`src/common/ipr_params.svh`:
```
// Offsets, field positions, masks and reset values of the priority bank.
// Assumes a plain register port with 16-bit data and a word index address.
`ifndef IPR_PARAMS_SVH
`define IPR_PARAMS_SVH

// ==========================================================================
// Register indices
`define IPR_IDX_CFG_1 3'h0
`define IPR_IDX_CFG_2 3'h1
`define IPR_IDX_CFG_3 3'h2
`define IPR_IDX_CFG_4 3'h3
`define IPR_IDX_CFG_5 3'h4
`define IPR_IDX_CFG_6 3'h5

// ==========================================================================
// Field positions (low bit of each three-bit field)
`define IPR_POS_HI 12
`define IPR_POS_MH 8
`define IPR_POS_ML 4
`define IPR_POS_LO 0

// ==========================================================================
// Implemented-bit masks per register
`define IPR_MASK_CFG_1 16'h7770
`define IPR_MASK_CFG_2 16'h7777
`define IPR_MASK_CFG_3 16'h0077
`define IPR_MASK_CFG_4 16'h7777
`define IPR_MASK_CFG_5 16'h7707
`define IPR_MASK_CFG_6 16'h7770

// ==========================================================================
// Reset value of every field, and field codes
`define IPR_FIELD_RESET 3'h4
`define IPR_FIELD_OFF 3'h0
`define IPR_REG_RESET 16'h4444

`endif

```
`src/common/ipr_pkg.sv`:
```
// Types shared by the priority bank modules.
// Assumes ipr_params.svh is on the include path.
`default_nettype none
package ipr_pkg;
  typedef logic [2:0] ipr_level_t;
  typedef logic [15:0] ipr_word_t;
  typedef logic [2:0] ipr_addr_t;
  localparam int IPR_NREG = 6;
  localparam int IPR_NSRC = 19;
endpackage : ipr_pkg
`default_nettype wire

```
`src/common/ipr_reg_if.sv`:
```
// Write path from the bus decoder to one priority register.
// Assumes a single clock domain.
`default_nettype none
interface ipr_reg_if;
  logic wr_en;
  logic [15:0] wr_data;
  logic [15:0] value;
  modport bank (input wr_en, input wr_data, output value);
  modport ctrl (output wr_en, output wr_data, input value);
endinterface : ipr_reg_if
`default_nettype wire

```
`src/rtl/ipr_bank.sv`:
```
// Bank of six interrupt priority registers with per-source outputs.
// Assumes a plain register port; read data stands one cycle after the
// read strobe. Arbitration, enables and flags sit outside.
`default_nettype none
`include "ipr_params.svh"
// What this block does
// RULE1: Each priority field is three bits; 111 means level 7, the highest.
// RULE2: Field value 001 means level 1, the lowest active level.
// RULE3: Field value 000 disables the source; it never raises a request.
// RULE4: Unassigned bits ignore writes and read back as zero.
// RULE5: Every field resets to 100, level 4.
// RULE6: Register 1: timer2 14-12, outcmp2 10-8, incap2 6-4.
// RULE7: Register 2: uart1 rx 14-12, spi1 event 10-8, fault 6-4, timer3 2-0.
// RULE8: Register 3: adc done 6-4, uart1 tx 2-0.
// RULE9: Register 4: change notify, comparator, i2c1 master, i2c1 slave.
// RULE10: Register 5: incap8 14-12, incap7 10-8, extirq1 2-0.
// RULE11: Register 6: timer4 14-12, outcmp4 10-8, outcmp3 6-4.
// RULE12: Codes 010 to 110 give levels 2 to 6; larger is more urgent.
// RULE13: Writes take effect next edge; reads return stored fields.
module ipr_bank (
  input wire logic ref_clk,
  input wire logic sys_rst,
  input wire logic [2:0] reg_addr,
  input wire logic [15:0] reg_wdata,
  input wire logic reg_wr,
  input wire logic reg_rd,
  output logic [15:0] reg_rdata,
  output logic [2:0] timer2_prio,
  output logic [2:0] outcmp2_prio,
  output logic [2:0] incap2_prio,
  output logic [2:0] uart1_rx_prio,
  output logic [2:0] spi1_event_prio,
  output logic [2:0] spi1_fault_prio,
  output logic [2:0] timer3_prio,
  output logic [2:0] adc_done_prio,
  output logic [2:0] uart1_tx_prio,
  output logic [2:0] change_notify_prio,
  output logic [2:0] comparator_prio,
  output logic [2:0] i2c1_master_prio,
  output logic [2:0] i2c1_slave_prio,
  output logic [2:0] incap8_prio,
  output logic [2:0] incap7_prio,
  output logic [2:0] extirq1_prio,
  output logic [2:0] timer4_prio,
  output logic [2:0] outcmp4_prio,
  output logic [2:0] outcmp3_prio,
  output logic [18:0] src_enabled
);

  // ========================================================================
  // Register table
  localparam logic [15:0] MASKS [6] = '{`IPR_MASK_CFG_1, `IPR_MASK_CFG_2,
    `IPR_MASK_CFG_3, `IPR_MASK_CFG_4, `IPR_MASK_CFG_5, `IPR_MASK_CFG_6};
  localparam logic [2:0] INDICES [6] = '{`IPR_IDX_CFG_1, `IPR_IDX_CFG_2,
    `IPR_IDX_CFG_3, `IPR_IDX_CFG_4, `IPR_IDX_CFG_5, `IPR_IDX_CFG_6};

  function automatic logic [2:0] field_at(input logic [15:0] word,
                                          input int pos);
    field_at = word[pos +: 3]; // RULE1 RULE12
  endfunction : field_at

  ipr_reg_if rif [6] ();
  ipr_pkg::ipr_word_t val [6];

  // ========================================================================
  // Registers
  genvar g;
  generate
    for (g = 0; g < 6; g++)
    begin : g_reg
      assign rif[g].wr_en = reg_wr && (reg_addr == INDICES[g]); // RULE13
      assign rif[g].wr_data = reg_wdata;
      assign val[g] = rif[g].value;
      ipr_reg #(.MASK(MASKS[g])) u_reg (
        .ref_clk(ref_clk),
        .sys_rst(sys_rst),
        .rif(rif[g])
      );
    end
  endgenerate

  // ========================================================================
  // Read path: unmapped indices read as zero
  logic [15:0] rdata_q;
  logic [15:0] rdata_d;
  logic addr_hit;
  assign addr_hit = (reg_addr <= `IPR_IDX_CFG_6);
  assign rdata_d = (reg_rd && addr_hit) ? val[reg_addr] : 16'h0000; // RULE4

  always_ff @(posedge ref_clk or posedge sys_rst)
  begin
    if (sys_rst)
      rdata_q <= 16'h0000;
    else
      rdata_q <= rdata_d; // RULE13
  end
  assign reg_rdata = rdata_q;

  // ========================================================================
  // Field map; codes pass through unchanged, so larger means more urgent
  assign timer2_prio = field_at(val[0], `IPR_POS_HI); // RULE6
  assign outcmp2_prio = field_at(val[0], `IPR_POS_MH); // RULE6
  assign incap2_prio = field_at(val[0], `IPR_POS_ML); // RULE6
  assign uart1_rx_prio = field_at(val[1], `IPR_POS_HI); // RULE7
  assign spi1_event_prio = field_at(val[1], `IPR_POS_MH); // RULE7
  assign spi1_fault_prio = field_at(val[1], `IPR_POS_ML); // RULE7
  assign timer3_prio = field_at(val[1], `IPR_POS_LO); // RULE7
  assign adc_done_prio = field_at(val[2], `IPR_POS_ML); // RULE8
  assign uart1_tx_prio = field_at(val[2], `IPR_POS_LO); // RULE8
  assign change_notify_prio = field_at(val[3], `IPR_POS_HI); // RULE9
  assign comparator_prio = field_at(val[3], `IPR_POS_MH); // RULE9
  assign i2c1_master_prio = field_at(val[3], `IPR_POS_ML); // RULE9
  assign i2c1_slave_prio = field_at(val[3], `IPR_POS_LO); // RULE9
  assign incap8_prio = field_at(val[4], `IPR_POS_HI); // RULE10
  assign incap7_prio = field_at(val[4], `IPR_POS_MH); // RULE10
  assign extirq1_prio = field_at(val[4], `IPR_POS_LO); // RULE10
  assign timer4_prio = field_at(val[5], `IPR_POS_HI); // RULE11
  assign outcmp4_prio = field_at(val[5], `IPR_POS_MH); // RULE11
  assign outcmp3_prio = field_at(val[5], `IPR_POS_ML); // RULE11

  // Level 1..7 (RULE2, RULE12) enables; code 000 blocks the source
  logic [2:0] all_prio [19];
  assign all_prio = '{timer2_prio, outcmp2_prio, incap2_prio, uart1_rx_prio,
    spi1_event_prio, spi1_fault_prio, timer3_prio, adc_done_prio,
    uart1_tx_prio, change_notify_prio, comparator_prio, i2c1_master_prio,
    i2c1_slave_prio, incap8_prio, incap7_prio, extirq1_prio, timer4_prio,
    outcmp4_prio, outcmp3_prio};
  generate
    for (g = 0; g < 19; g++)
    begin : g_en
      assign src_enabled[18 - g] = (all_prio[g] != `IPR_FIELD_OFF); // RULE2 RULE3
    end
  endgenerate

endmodule : ipr_bank
`default_nettype wire

```
`src/rtl/ipr_reg.sv`:
```
// One 16-bit priority register with implemented-bit mask.
// Assumes asynchronous active-high reset and a 200 MHz ref_clk.
`default_nettype none
`include "ipr_params.svh"
module ipr_reg #(
  parameter logic [15:0] MASK = 16'hffff
) (
  input wire logic ref_clk,
  input wire logic sys_rst,
  ipr_reg_if.bank rif
);
  logic [15:0] value_q;
  logic [15:0] value_d;

  // Unimplemented bits never store a written one
  assign value_d = rif.wr_en ? (rif.wr_data & MASK) : value_q; // RULE4

  always_ff @(posedge ref_clk or posedge sys_rst)
  begin
    if (sys_rst)
      value_q <= `IPR_REG_RESET & MASK; // RULE5
    else
      value_q <= value_d; // RULE13
  end

  assign rif.value = value_q;
endmodule : ipr_reg
`default_nettype wire

```
`config.mk`:
```
export PLATFORM = sky130hd
export DESIGN_NAME = ipr_bank
export DESIGN_NICKNAME = d
export VERILOG_FILES = /design/src/common/ipr_pkg.sv /design/src/common/ipr_reg_if.sv /design/src/rtl/ipr_bank.sv /design/src/rtl/ipr_reg.sv
export VERILOG_INCLUDE_DIRS = /design/src /design/src/common
export SDC_FILE = /design/constraint.sdc
export NUM_CORES = 1
export LEC_CHECK = 0
export BUFFER_PORTS_ARGS = -buffer_cell sky130_fd_sc_hd__buf_2
export CORE_MARGIN = 1.5
export CORE_UTILIZATION = 49
export DETAILED_ROUTE_END_ITERATION = 16
export GPL_TIMING_DRIVEN = 0
export PLACE_DENSITY = 0.79
export SYNTH_ARGS = -nofsm -noshare
export SYNTH_HDL_FRONTEND = slang
export SYNTH_SLANG_ARGS = --single-unit
```
`constraint.sdc`:
```
create_clock -name ref_clk -period 2.43 [get_ports ref_clk]
set_input_delay 0.486 -clock ref_clk [delete_from_list [all_inputs] [get_ports ref_clk]]
set_output_delay 0.486 -clock ref_clk [all_outputs]
set_load 0.02 [all_outputs]
```
# Word level (Yosys, flattened, before mapping)
# Cells that the tools add are included.
# word_totals
register_bits	73
out_inout_bits	92
# classes
magnitude_cmp	2
eq_ne	5
muxes	4
bitwise	1
n_reduce_logical	27
# ops
op	count
3-bit nonzero test	19
16-bit binary-select mux with 3-bit select	1
16-bit two-way mux	3
1-bit logical AND	7
3-bit by 2-bit == test with 1-bit output (second input constant)	2
3-bit == test (second input constant)	2
4-bit greater-or-equal comparator (second input constant)	1
3-bit inverter with 4-bit output	1
3-bit by 1-bit == test with 1-bit output (second input constant)	1
3-bit less-or-equal comparator (second input constant)	1
3-bit logical NOT	1

# Longest topological paths before layout
# Gate-level depths: netlist of the first run.
# logic_depth
depth_word	5
ltp_mapped	5
ltp_nobuf	3

# By module
# Synthesis of the first run repeated with hierarchy kept, for this count alone.
# unflattened
cells_unflattened	329
hier_area_um2	4120.2
# modules_own_cells
module	instances	cells_per_inst	area_per_inst_um2	seq_area_each_um2
ipr_bank	1	158	1423.9	400.4
ipr_reg (g_reg[0].u_reg ...)	3	28	435.4	229.0
ipr_reg (g_reg[1].u_reg ...)	2	31	526.8	305.3
ipr_reg (g_reg[2].u_reg)	1	25	336.6	152.6

# Worst setup path before layout of the first run
# OpenSTA, ideal clock, no wires.
# synth_path
path_kind	input to register
startpoint	in reg_addr[0]
endpoint	reg g_reg[1].u_reg.value_q[0]
setup_time_ns	0.125
arrival_time_ns	1.420
t_required_ns	2.305
slack_ns	0.885
stages	5
cell_sequence	buf_4 -> nand2_1 -> nor3_2 -> buf_2 -> mux2_2
# synth_between
elab_chain_cells	2
# synth_lines
element	line	rtl
from (decl)	ipr_bank.sv:23	input wire logic [2:0] reg_addr,
3-bit by 1-bit == test with 1-bit output	ipr_bank.sv:71	assign rif[g].wr_en = reg_wr && (reg_addr == INDICES[g]);
1-bit logical AND	ipr_bank.sv:71	
to (signal assigned)	ipr_reg.sv:21	value_q <= `IPR_REG_RESET & MASK;
to (signal assigned)	ipr_reg.sv:23	value_q <= value_d;
to (decl)	ipr_reg.sv:12	logic [15:0] value_q;
# Every way passes these cells.
# A chain may end at the register's enable or synchronous reset.

# Final worst setup path of the first run
# layout_path
startpoint	reg g_reg[3].u_reg.value_q[9]
endpoint	out src_enabled[8]
# layout_between
elab_chain_cells	1
# layout_lines
element	line	rtl
from (decl)	ipr_reg.sv:12	
from (signal assigned)	ipr_reg.sv:21	
from (signal assigned)	ipr_reg.sv:23	
3-bit nonzero test (no line)	n/a	
to (decl)	ipr_bank.sv:47	output logic [18:0] src_enabled
# Every way passes these cells.

==> flow_metrics.tcl, run 1 <==
set metrics [dict create \
    port_buffers 106 \
    finalWeightedCongestion 0.7830 \
    critPathKind "flop to output port" \
    clock_sinks 69 \
    synthFlopType "dfrtp_1" \
    antenna_found_initial 0 \
    postCtsSetupBuffers 0 \
    max_slew_margin 0.5007 \
    cts_tree "built" \
    hpwlAfterDp_um 5283 \
    grt_max_degree 37 \
    cts_buffers 9 \
    grt_pass1_vias 2283 \
    synth_cell_types 28 \
    ys_seq_area_frac 0.5512 \
    fin_crit_sh 0.7485 \
    ctsResizeCount 0 \
    fp.dieH_um 83.50 \
    max_freq_ghz 0.5498 \
    final_util 0.6354 \
    num_rows 29 \
    floorplan.initialDensity 0.5030 \
    hold_path_class "primary input to asynchronous set/reset pin" \
    vias 2320 \
    fin_nets 376 \
    p_leak_nw 1.923 \
    htreeDepth 3 \
    synth_top_area_share 0.3940 \
    drt_iter0_drc 91 \
    placedCellCount 419 \
    avgRoutedWirePerCell_um 17.08 \
    ant_nets 0 \
    finClkSkew_ps 6.392 \
    drt_pass1_iterations 4 \
    synth_edf_count 0 \
    cp.required_ps 1940 \
    end_kind "output port" \
    fp.coreArea_um2 6314 \
    ios 115 \
    root_buffer "clkbuf_8" \
    status "completed" \
    hold_violations 0 \
    wirelength_um 7428 \
    synthCells 232 \
    cp_slowest_stage_delay_ps 410 \
    diodes 0 \
    vias_per_cell 5.333 \
    rsz0062_at_grt "false" \
    synthArstFlopShare 1.000 \
    grt_util_all_layers 0.2200 \
    ys_seq_elements 69 \
    grt_pass1_wl_um 11800 \
    worstMarginPinSlew_ps 745.6 \
    cp_data_arrival_time_ps 1330 \
    crit_chain "or3_1 -> buf_2" \
    fp.dieW_um 83.50 \
    min_period_ps 1819 \
    critPathSlowestCell "dfrtp_1" \
    synthTopCellsByArea "dfrtp_1 39%, mux2_2 27%, dfstp_2 16%, or3_1 3.7%, a22oi_1 1.9%" \
    die-area_um2 6972 \
    drive_gt1_frac 0.6592 \
    grt-ovfl-total 0 \
    p_per_area_nw_per_um2 916.8 \
    synth_area_um2 3176 \
    peakVddDrop_uv 523.3 \
    synth_area_per_cell_um2 13.69 \
    clk_pin_slew_worst_paths_ps 80 \
    ctsHoldBuffers 0 \
    synthTopCellsByCount "75 x mux2_2, 50 x dfrtp_1, 19 x dfstp_2, 19 x or3_1, 15 x nand2_1" \
    instances_no_fill 435 \
    cp-start-kind "flop" \
    insertion_delay_ps 350 \
    setup_viol_count_final 0 \
    area_delta_synth_final_pct 26.32 \
    synth_warnings 0 \
    place_area_um2 3834 \
    final_cell_area_um2 4011 \
    max_cap_violations 0 \
    drc_errors 0 \
    synth.most_common_cell "mux2_2" \
    critPathMaxFanout 4 \
    slew_violations 0 \
    cts_buffer_depth 2 \
    synth.largest_area_cell "dfrtp_1" \
]
[registers in the layout, summed over array words and instances, names as in the netlist]
signal,cells
reg_rdata,12
g.u_reg.rif.value,57
[cells in the final DEF (no fill, tap or decap)]
cell type | Yosys | final
buf_4 | 7 | 7
nor3_4 | 1 | 1
dfstp_2 | 19 | 19
nand2b_1 | 1 | 1
a22oi_1 | 8 | 8
or3_1 | 19 | 19
and4b_1 | 2 | 2
nor2_1 | 1 | 1
inv_2 | 0 | 1
a221oi_1 | 3 | 3
nor2b_1 | 2 | 2
a211oi_1 | 3 | 3
and3b_1 | 1 | 1
o21ai_0 | 3 | 3
a222oi_1 | 1 | 1
dfrtp_1 | 50 | 50
clkinv_2 | 0 | 3
nor2b_2 | 1 | 1
clkbuf_1 | 1 | 2
nor3b_1 | 1 | 1
inv_1 | 3 | 2
nand3_1 | 1 | 1
buf_2 | 7 | 113
mux2i_1 | 3 | 3
clkinvlp_4 | 0 | 1
clkbuf_8 | 0 | 11
buf_12 | 0 | 1
conb_1 | 1 | 4
nor3_2 | 1 | 1
nand4b_4 | 1 | 1
nor3b_2 | 1 | 1
nand2_1 | 15 | 15
mux2_2 | 75 | 75
[per-layer routing]
metal	part of all wire	global-route usage
met5	0	0
met4	0.012	0.08197
met3	0.046	0.04352
met2	0.50	0.3555
met1	0.44	0.2972
[through the flow]
stage / worst slack (ps) / power [mW] / setup TNS [ps] / hold WS (ps)
2_1_floorplan: 235.6 / 2.402 / 0 / 528.9
3_3_place_gp: -539.9 / 2.815 / -26870 / 499.6
3_5_place_dp: 589.1 / 2.849 / 0 / 488.8
4_1_cts: 614.9 / 3.695 / 0 / 259.5
5_1_grt: 570.6 / 3.843 / 0 / 298.2
6_report: 611.2 / 3.677 / 0 / 244.5
[power breakdown]
group / internal [mW] / switching [mW] / total, mW
logic: 0.498 / 0.686 / 1.18
clock network: 0.421 / 0.432 / 0.853
registers: 1.43 / 0.207 / 1.64
total: 2.35 / 1.33 / 3.68
[critical path: cells and delay by family, from the launching register on]
kind                   cells  cell delay [ps]
flip-flops                 1              410
buffers and inverters      1              170
AND/OR/NAND/NOR            1              400
[cell type report]
cell class | instances | area, um2
fillers | 503 | 2302
flip-flops and latches | 69 | 1750
multi-input cells | 148 | 1334
repair buffers | 107 | 550.5
clock buffers | 12 | 155.1
well taps | 77 | 96.34
plain buffers | 15 | 91.34
clock inverters | 4 | 22.52
inverters | 3 | 11.26
[kinds of logic (layout without fill, tap and decap cells)]
kind of cell / after synthesis / in the layout / share of synthesized area
multiplexers: 78 / 78 / 0.2754
flip-flops: 69 / 69 / 0.5512
AND/OR/NAND/NOR: 48 / 48 / 0.09771
AO/OA/AOI/OAI: 18 / 18 / 0.04216
buffers and inverters: 18 / 141 / 0.03231
other: 1 / 4 / 0.001181
[path summary, 6_finish.rpt]
kind	start	end	slack, ps	depth (start not counted)
hold / removal	sys_rst	g_reg[0].u_reg.rif.value[4]$_DFFE_PP0P_	240	2
setup reg to reg	g_reg[1].u_reg.rif.value[10]$_DFFE_PP1P_	reg_rdata[10]$_DFF_PP0_	1210	3
hold reg to reg	g_reg[3].u_reg.rif.value[12]$_DFFE_PP0P_	reg_rdata[12]$_DFF_PP0_	510	2
min in group ref_clk	reg_wdata[1]	g_reg[4].u_reg.rif.value[1]$_DFFE_PP0P_	420	2
setup / recovery	g_reg[3].u_reg.rif.value[9]$_DFFE_PP0P_	src_enabled[8]	610	2
max in group asynchronous	sys_rst	g_reg[5].u_reg.rif.value[14]$_DFFE_PP1P_	1480	3
No activity file was read; power rests on OpenSTA's default activity.
==> run 2: changes to the inputs <==
ABC_AREA = 1   (was default)
CORE_UTILIZATION = 45   (was 49)
PLACE_DENSITY = 0.76   (was 0.79)
clock period = 1.5 ns   (was 2.43 ns; I/O delays follow)
==> flow_metrics.tcl, run 2 <==
set metrics [dict create \
    status "finished with violations" \
    failed_checks "negative setup slack" \
    worstMarginPinSlew_ps 708.0 \
    synth_top_area_share 0.3815 \
    ios 115 \
    clock_sinks 69 \
    drc_errors 0 \
    htreeDepth 3 \
    fin_hold_ws_ps 49.05 \
    cp_data_arrival_time_ps 1260 \
    hold_violations 0 \
    p_switching_mw 2.376 \
    ant_nets 0 \
    grt_pass1_vias 2977 \
    fp.dieH_um 88.37 \
    synthCells 372 \
    insertion_delay_ps 350 \
    max_cap_violations 0 \
    crit_chain "or3_4 -> buf_6" \
    grt_util_all_layers 0.2653 \
    cp_slowest_stage_delay_ps 400 \
    synth_cell_types 24 \
    vias_per_cell 5.178 \
    ys_seq_area_frac 0.5338 \
    cp.required_ps 1200 \
    grt_max_degree 38 \
    p_seq_frac 0.374 \
    fp.coreArea_um2 6907 \
    hold_path_class "primary input to asynchronous set/reset pin" \
    synth.most_common_cell "nand2_1" \
    fillers 578 \
    synthFlopType "dfrtp_1" \
    layout_commonest_cell "nand2_1" \
    synth_area_um2 3279 \
    p_per_area_nw_per_um2 1397 \
    finalWeightedCongestion 0.9089 \
    antenna_found_initial 0 \
    rsz0062_at_grt "true" \
    min_period_ps 1560 \
    synth_area_per_cell_um2 8.816 \
    synth_warnings 0 \
    avgRoutedWirePerCell_um 15.90 \
    clk_pin_slew_worst_paths_ps 70 \
    diodes 0 \
    drt_pass1_iterations 5 \
    vias 3324 \
    synthTopCellsByCount "126 x nand2_1, 50 x dfrtp_1, 49 x o21ai_0" \
    synth_edf_count 0 \
    area_delta_synth_final_pct 43.15 \
    dp_slack_ps 42.12 \
    die-area_um2 7808 \
    p_sw_frac 0.3624 \
    cts_tree "built" \
    max_slew_margin 0.5270 \
    root_buffer "clkbuf_8" \
    crit_family "flip-flops" \
    final_cell_mix "126 x nand2_1, 88 x buf_2, 59 x buf_4, 50 x dfrtp_1, 49 x o21ai_0" \
    critPathSlowestCell "dfrtp_1" \
    max_freq_ghz 0.6412 \
    drt_iter0_drc 234 \
    fin_crit_sh 1.040 \
    synthArstFlopShare 1.000 \
    critPathMaxFanout 2 \
    hpwlAfterDp_um 6530 \
    floorplan.initialDensity 0.4748 \
    intPower_mw 4.182 \
    port_buffers 104 \
    peakVddDrop_uv 711.0 \
    synthTopCellsByArea "dfrtp_1 38%, dfstp_2 15%, nand2_1 14%, o21ai_0 7.5%, nand3_1 4.1%" \
    pwr-share-comb 0.393 \
    finalWorstSetupSlack_ps -59.55 \
    pwr-share-clk 0.234 \
    setup_viol_count_final 17 \
    end_kind "output port" \
    fp.dieW_um 88.37 \
    cp-start-kind "flop" \
    synth.largest_area_cell "dfrtp_1" \
    fin_nets 564 \
    grt-ovfl-total 0 \
    ys_seq_elements 69 \
    largest_register_ffs 57 \
    critPathKind "flop to output port" \
    cts_buffers 9 \
    crit_buf_inv 1 \
    num_rows 30 \
    drive_gt1_frac 0.4542 \
    p_leak_nw 2.476 \
    cts_buffer_depth 2 \
    grt_pass1_wl_um 15050 \
    slew_violations 0 \
    finClkSkew_ps 7.235 \
    wirelength_um 10210 \
]
-- run 2: changes by cell type after synthesis, moves of 4 or more --
cell     previous run  this run
a21oi_1             0        12
nand2_2             0         4
nand3_1             1        27
buf_6               0         7
a22oi_1             8         0
nand2_1            15       126
o21ai_2             0        13
mux2_2             75         0
inv_1               3        20
o21ai_0             3        49
-- run 2: area by class of cell --
type | count | area, um2 | area share
tap | 96 | 120.1 | 0.02559
clock buffer | 10 | 137.6 | 0.02932
buffer | 21 | 161.4 | 0.03438
inverter | 24 | 101.3 | 0.02159
sequential | 69 | 1750 | 0.3729
multi-input combinational | 261 | 1331 | 0.2836
timing repair buffer | 155 | 1030 | 0.2194
clock inverter | 6 | 62.56 | 0.01333
-- run 2: stage by stage --
stage | power, mW | cells | utilization | area [um2] | setup TNS (ps)
after floorplan | 3.709 | 375 | - | 3294 | 0
after global placement | 4.320 | 575 | 0.5697 | 3935 | 0
after detailed placement | 4.368 | 576 | 0.5726 | 3955 | 0
after CTS | 6.332 | 631 | 0.6565 | 4534 | -852.7
after global routing | 6.849 | 642 | 0.6797 | 4695 | -1131
final | 6.558 | 642 | 0.6797 | 4695 | -849.3
-- run 2: cell families after synthesis --
group,Yosys count,share of synthesized area
AO/OA/AOI/OAI,76,0.1309
flip-flops,69,0.5338
AND/OR/NAND/NOR,181,0.2552
other,1,0.001144
buffers and inverters,45,0.07898
-- run 2: timing repair --
| action | CTS | global route |
|---|---|---|
| gates resized for setup | 27 | 20 |
| pin swaps | 10 | 3 |
| gates cloned | 0 | 0 |
| endpoints found under the setup margin | 17 | 19 |
| hold buffers | 0 | 0 |
| setup buffers | 39 | 11 |
-- run 2: layer usage --
metal	vias up	global-route usage	part of all wire
li1	1546	-	-
met1	1575	0.3365	0.40
met2	182	0.4351	0.50
met3	21	0.05224	0.075
met4	0	0.1321	0.026
met5	-	0	0
-- run 2: power by group through the flow --
stage / clock network [mW] / registers, mW / logic [mW]
2_1_floorplan: 0 / 2.90 / 0.806
3_3_place_gp: 0 / 2.57 / 1.75
3_5_place_dp: 0 / 2.58 / 1.79
4_1_cts: 1.53 / 2.44 / 2.36
5_1_grt: 1.60 / 2.48 / 2.76
6_report: 1.53 / 2.45 / 2.58
-- run 2: worst register-to-register path, delay by kind of cell, from the launching register on --
family                 cells  cell delay [ps]
AOI/OAI and AO/OA          1              140
DFF                        1              540
and+or+nand+nor            5              280
buffers and inverters      1              100
-- run 2: worst paths after layout --
path / cells past startpoint / start / to / slack, ps
worst max-delay path: 2 / g_reg[1].u_reg.rif.value[12]$_DFFE_PP0P_ / src_enabled[15] / -60
worst min-delay path: 2 / sys_rst / g_reg[0].u_reg.rif.value[4]$_DFFE_PP0P_ / 50
worst max register to register: 7 / g_reg[3].u_reg.rif.value[6]$_DFFE_PP1P_ / reg_rdata[6]$_DFF_PP0_ / 360
worst min register to register: 2 / g_reg[4].u_reg.rif.value[10]$_DFFE_PP1P_ / g_reg[4].u_reg.rif.value[10]$_DFFE_PP1P_ / 500
max in group asynchronous: 3 / sys_rst / g_reg[0].u_reg.rif.value[14]$_DFFE_PP1P_ / 780
min in group ref_clk: 3 / reg_rd / reg_rdata[12]$_DFF_PP0_ / 210
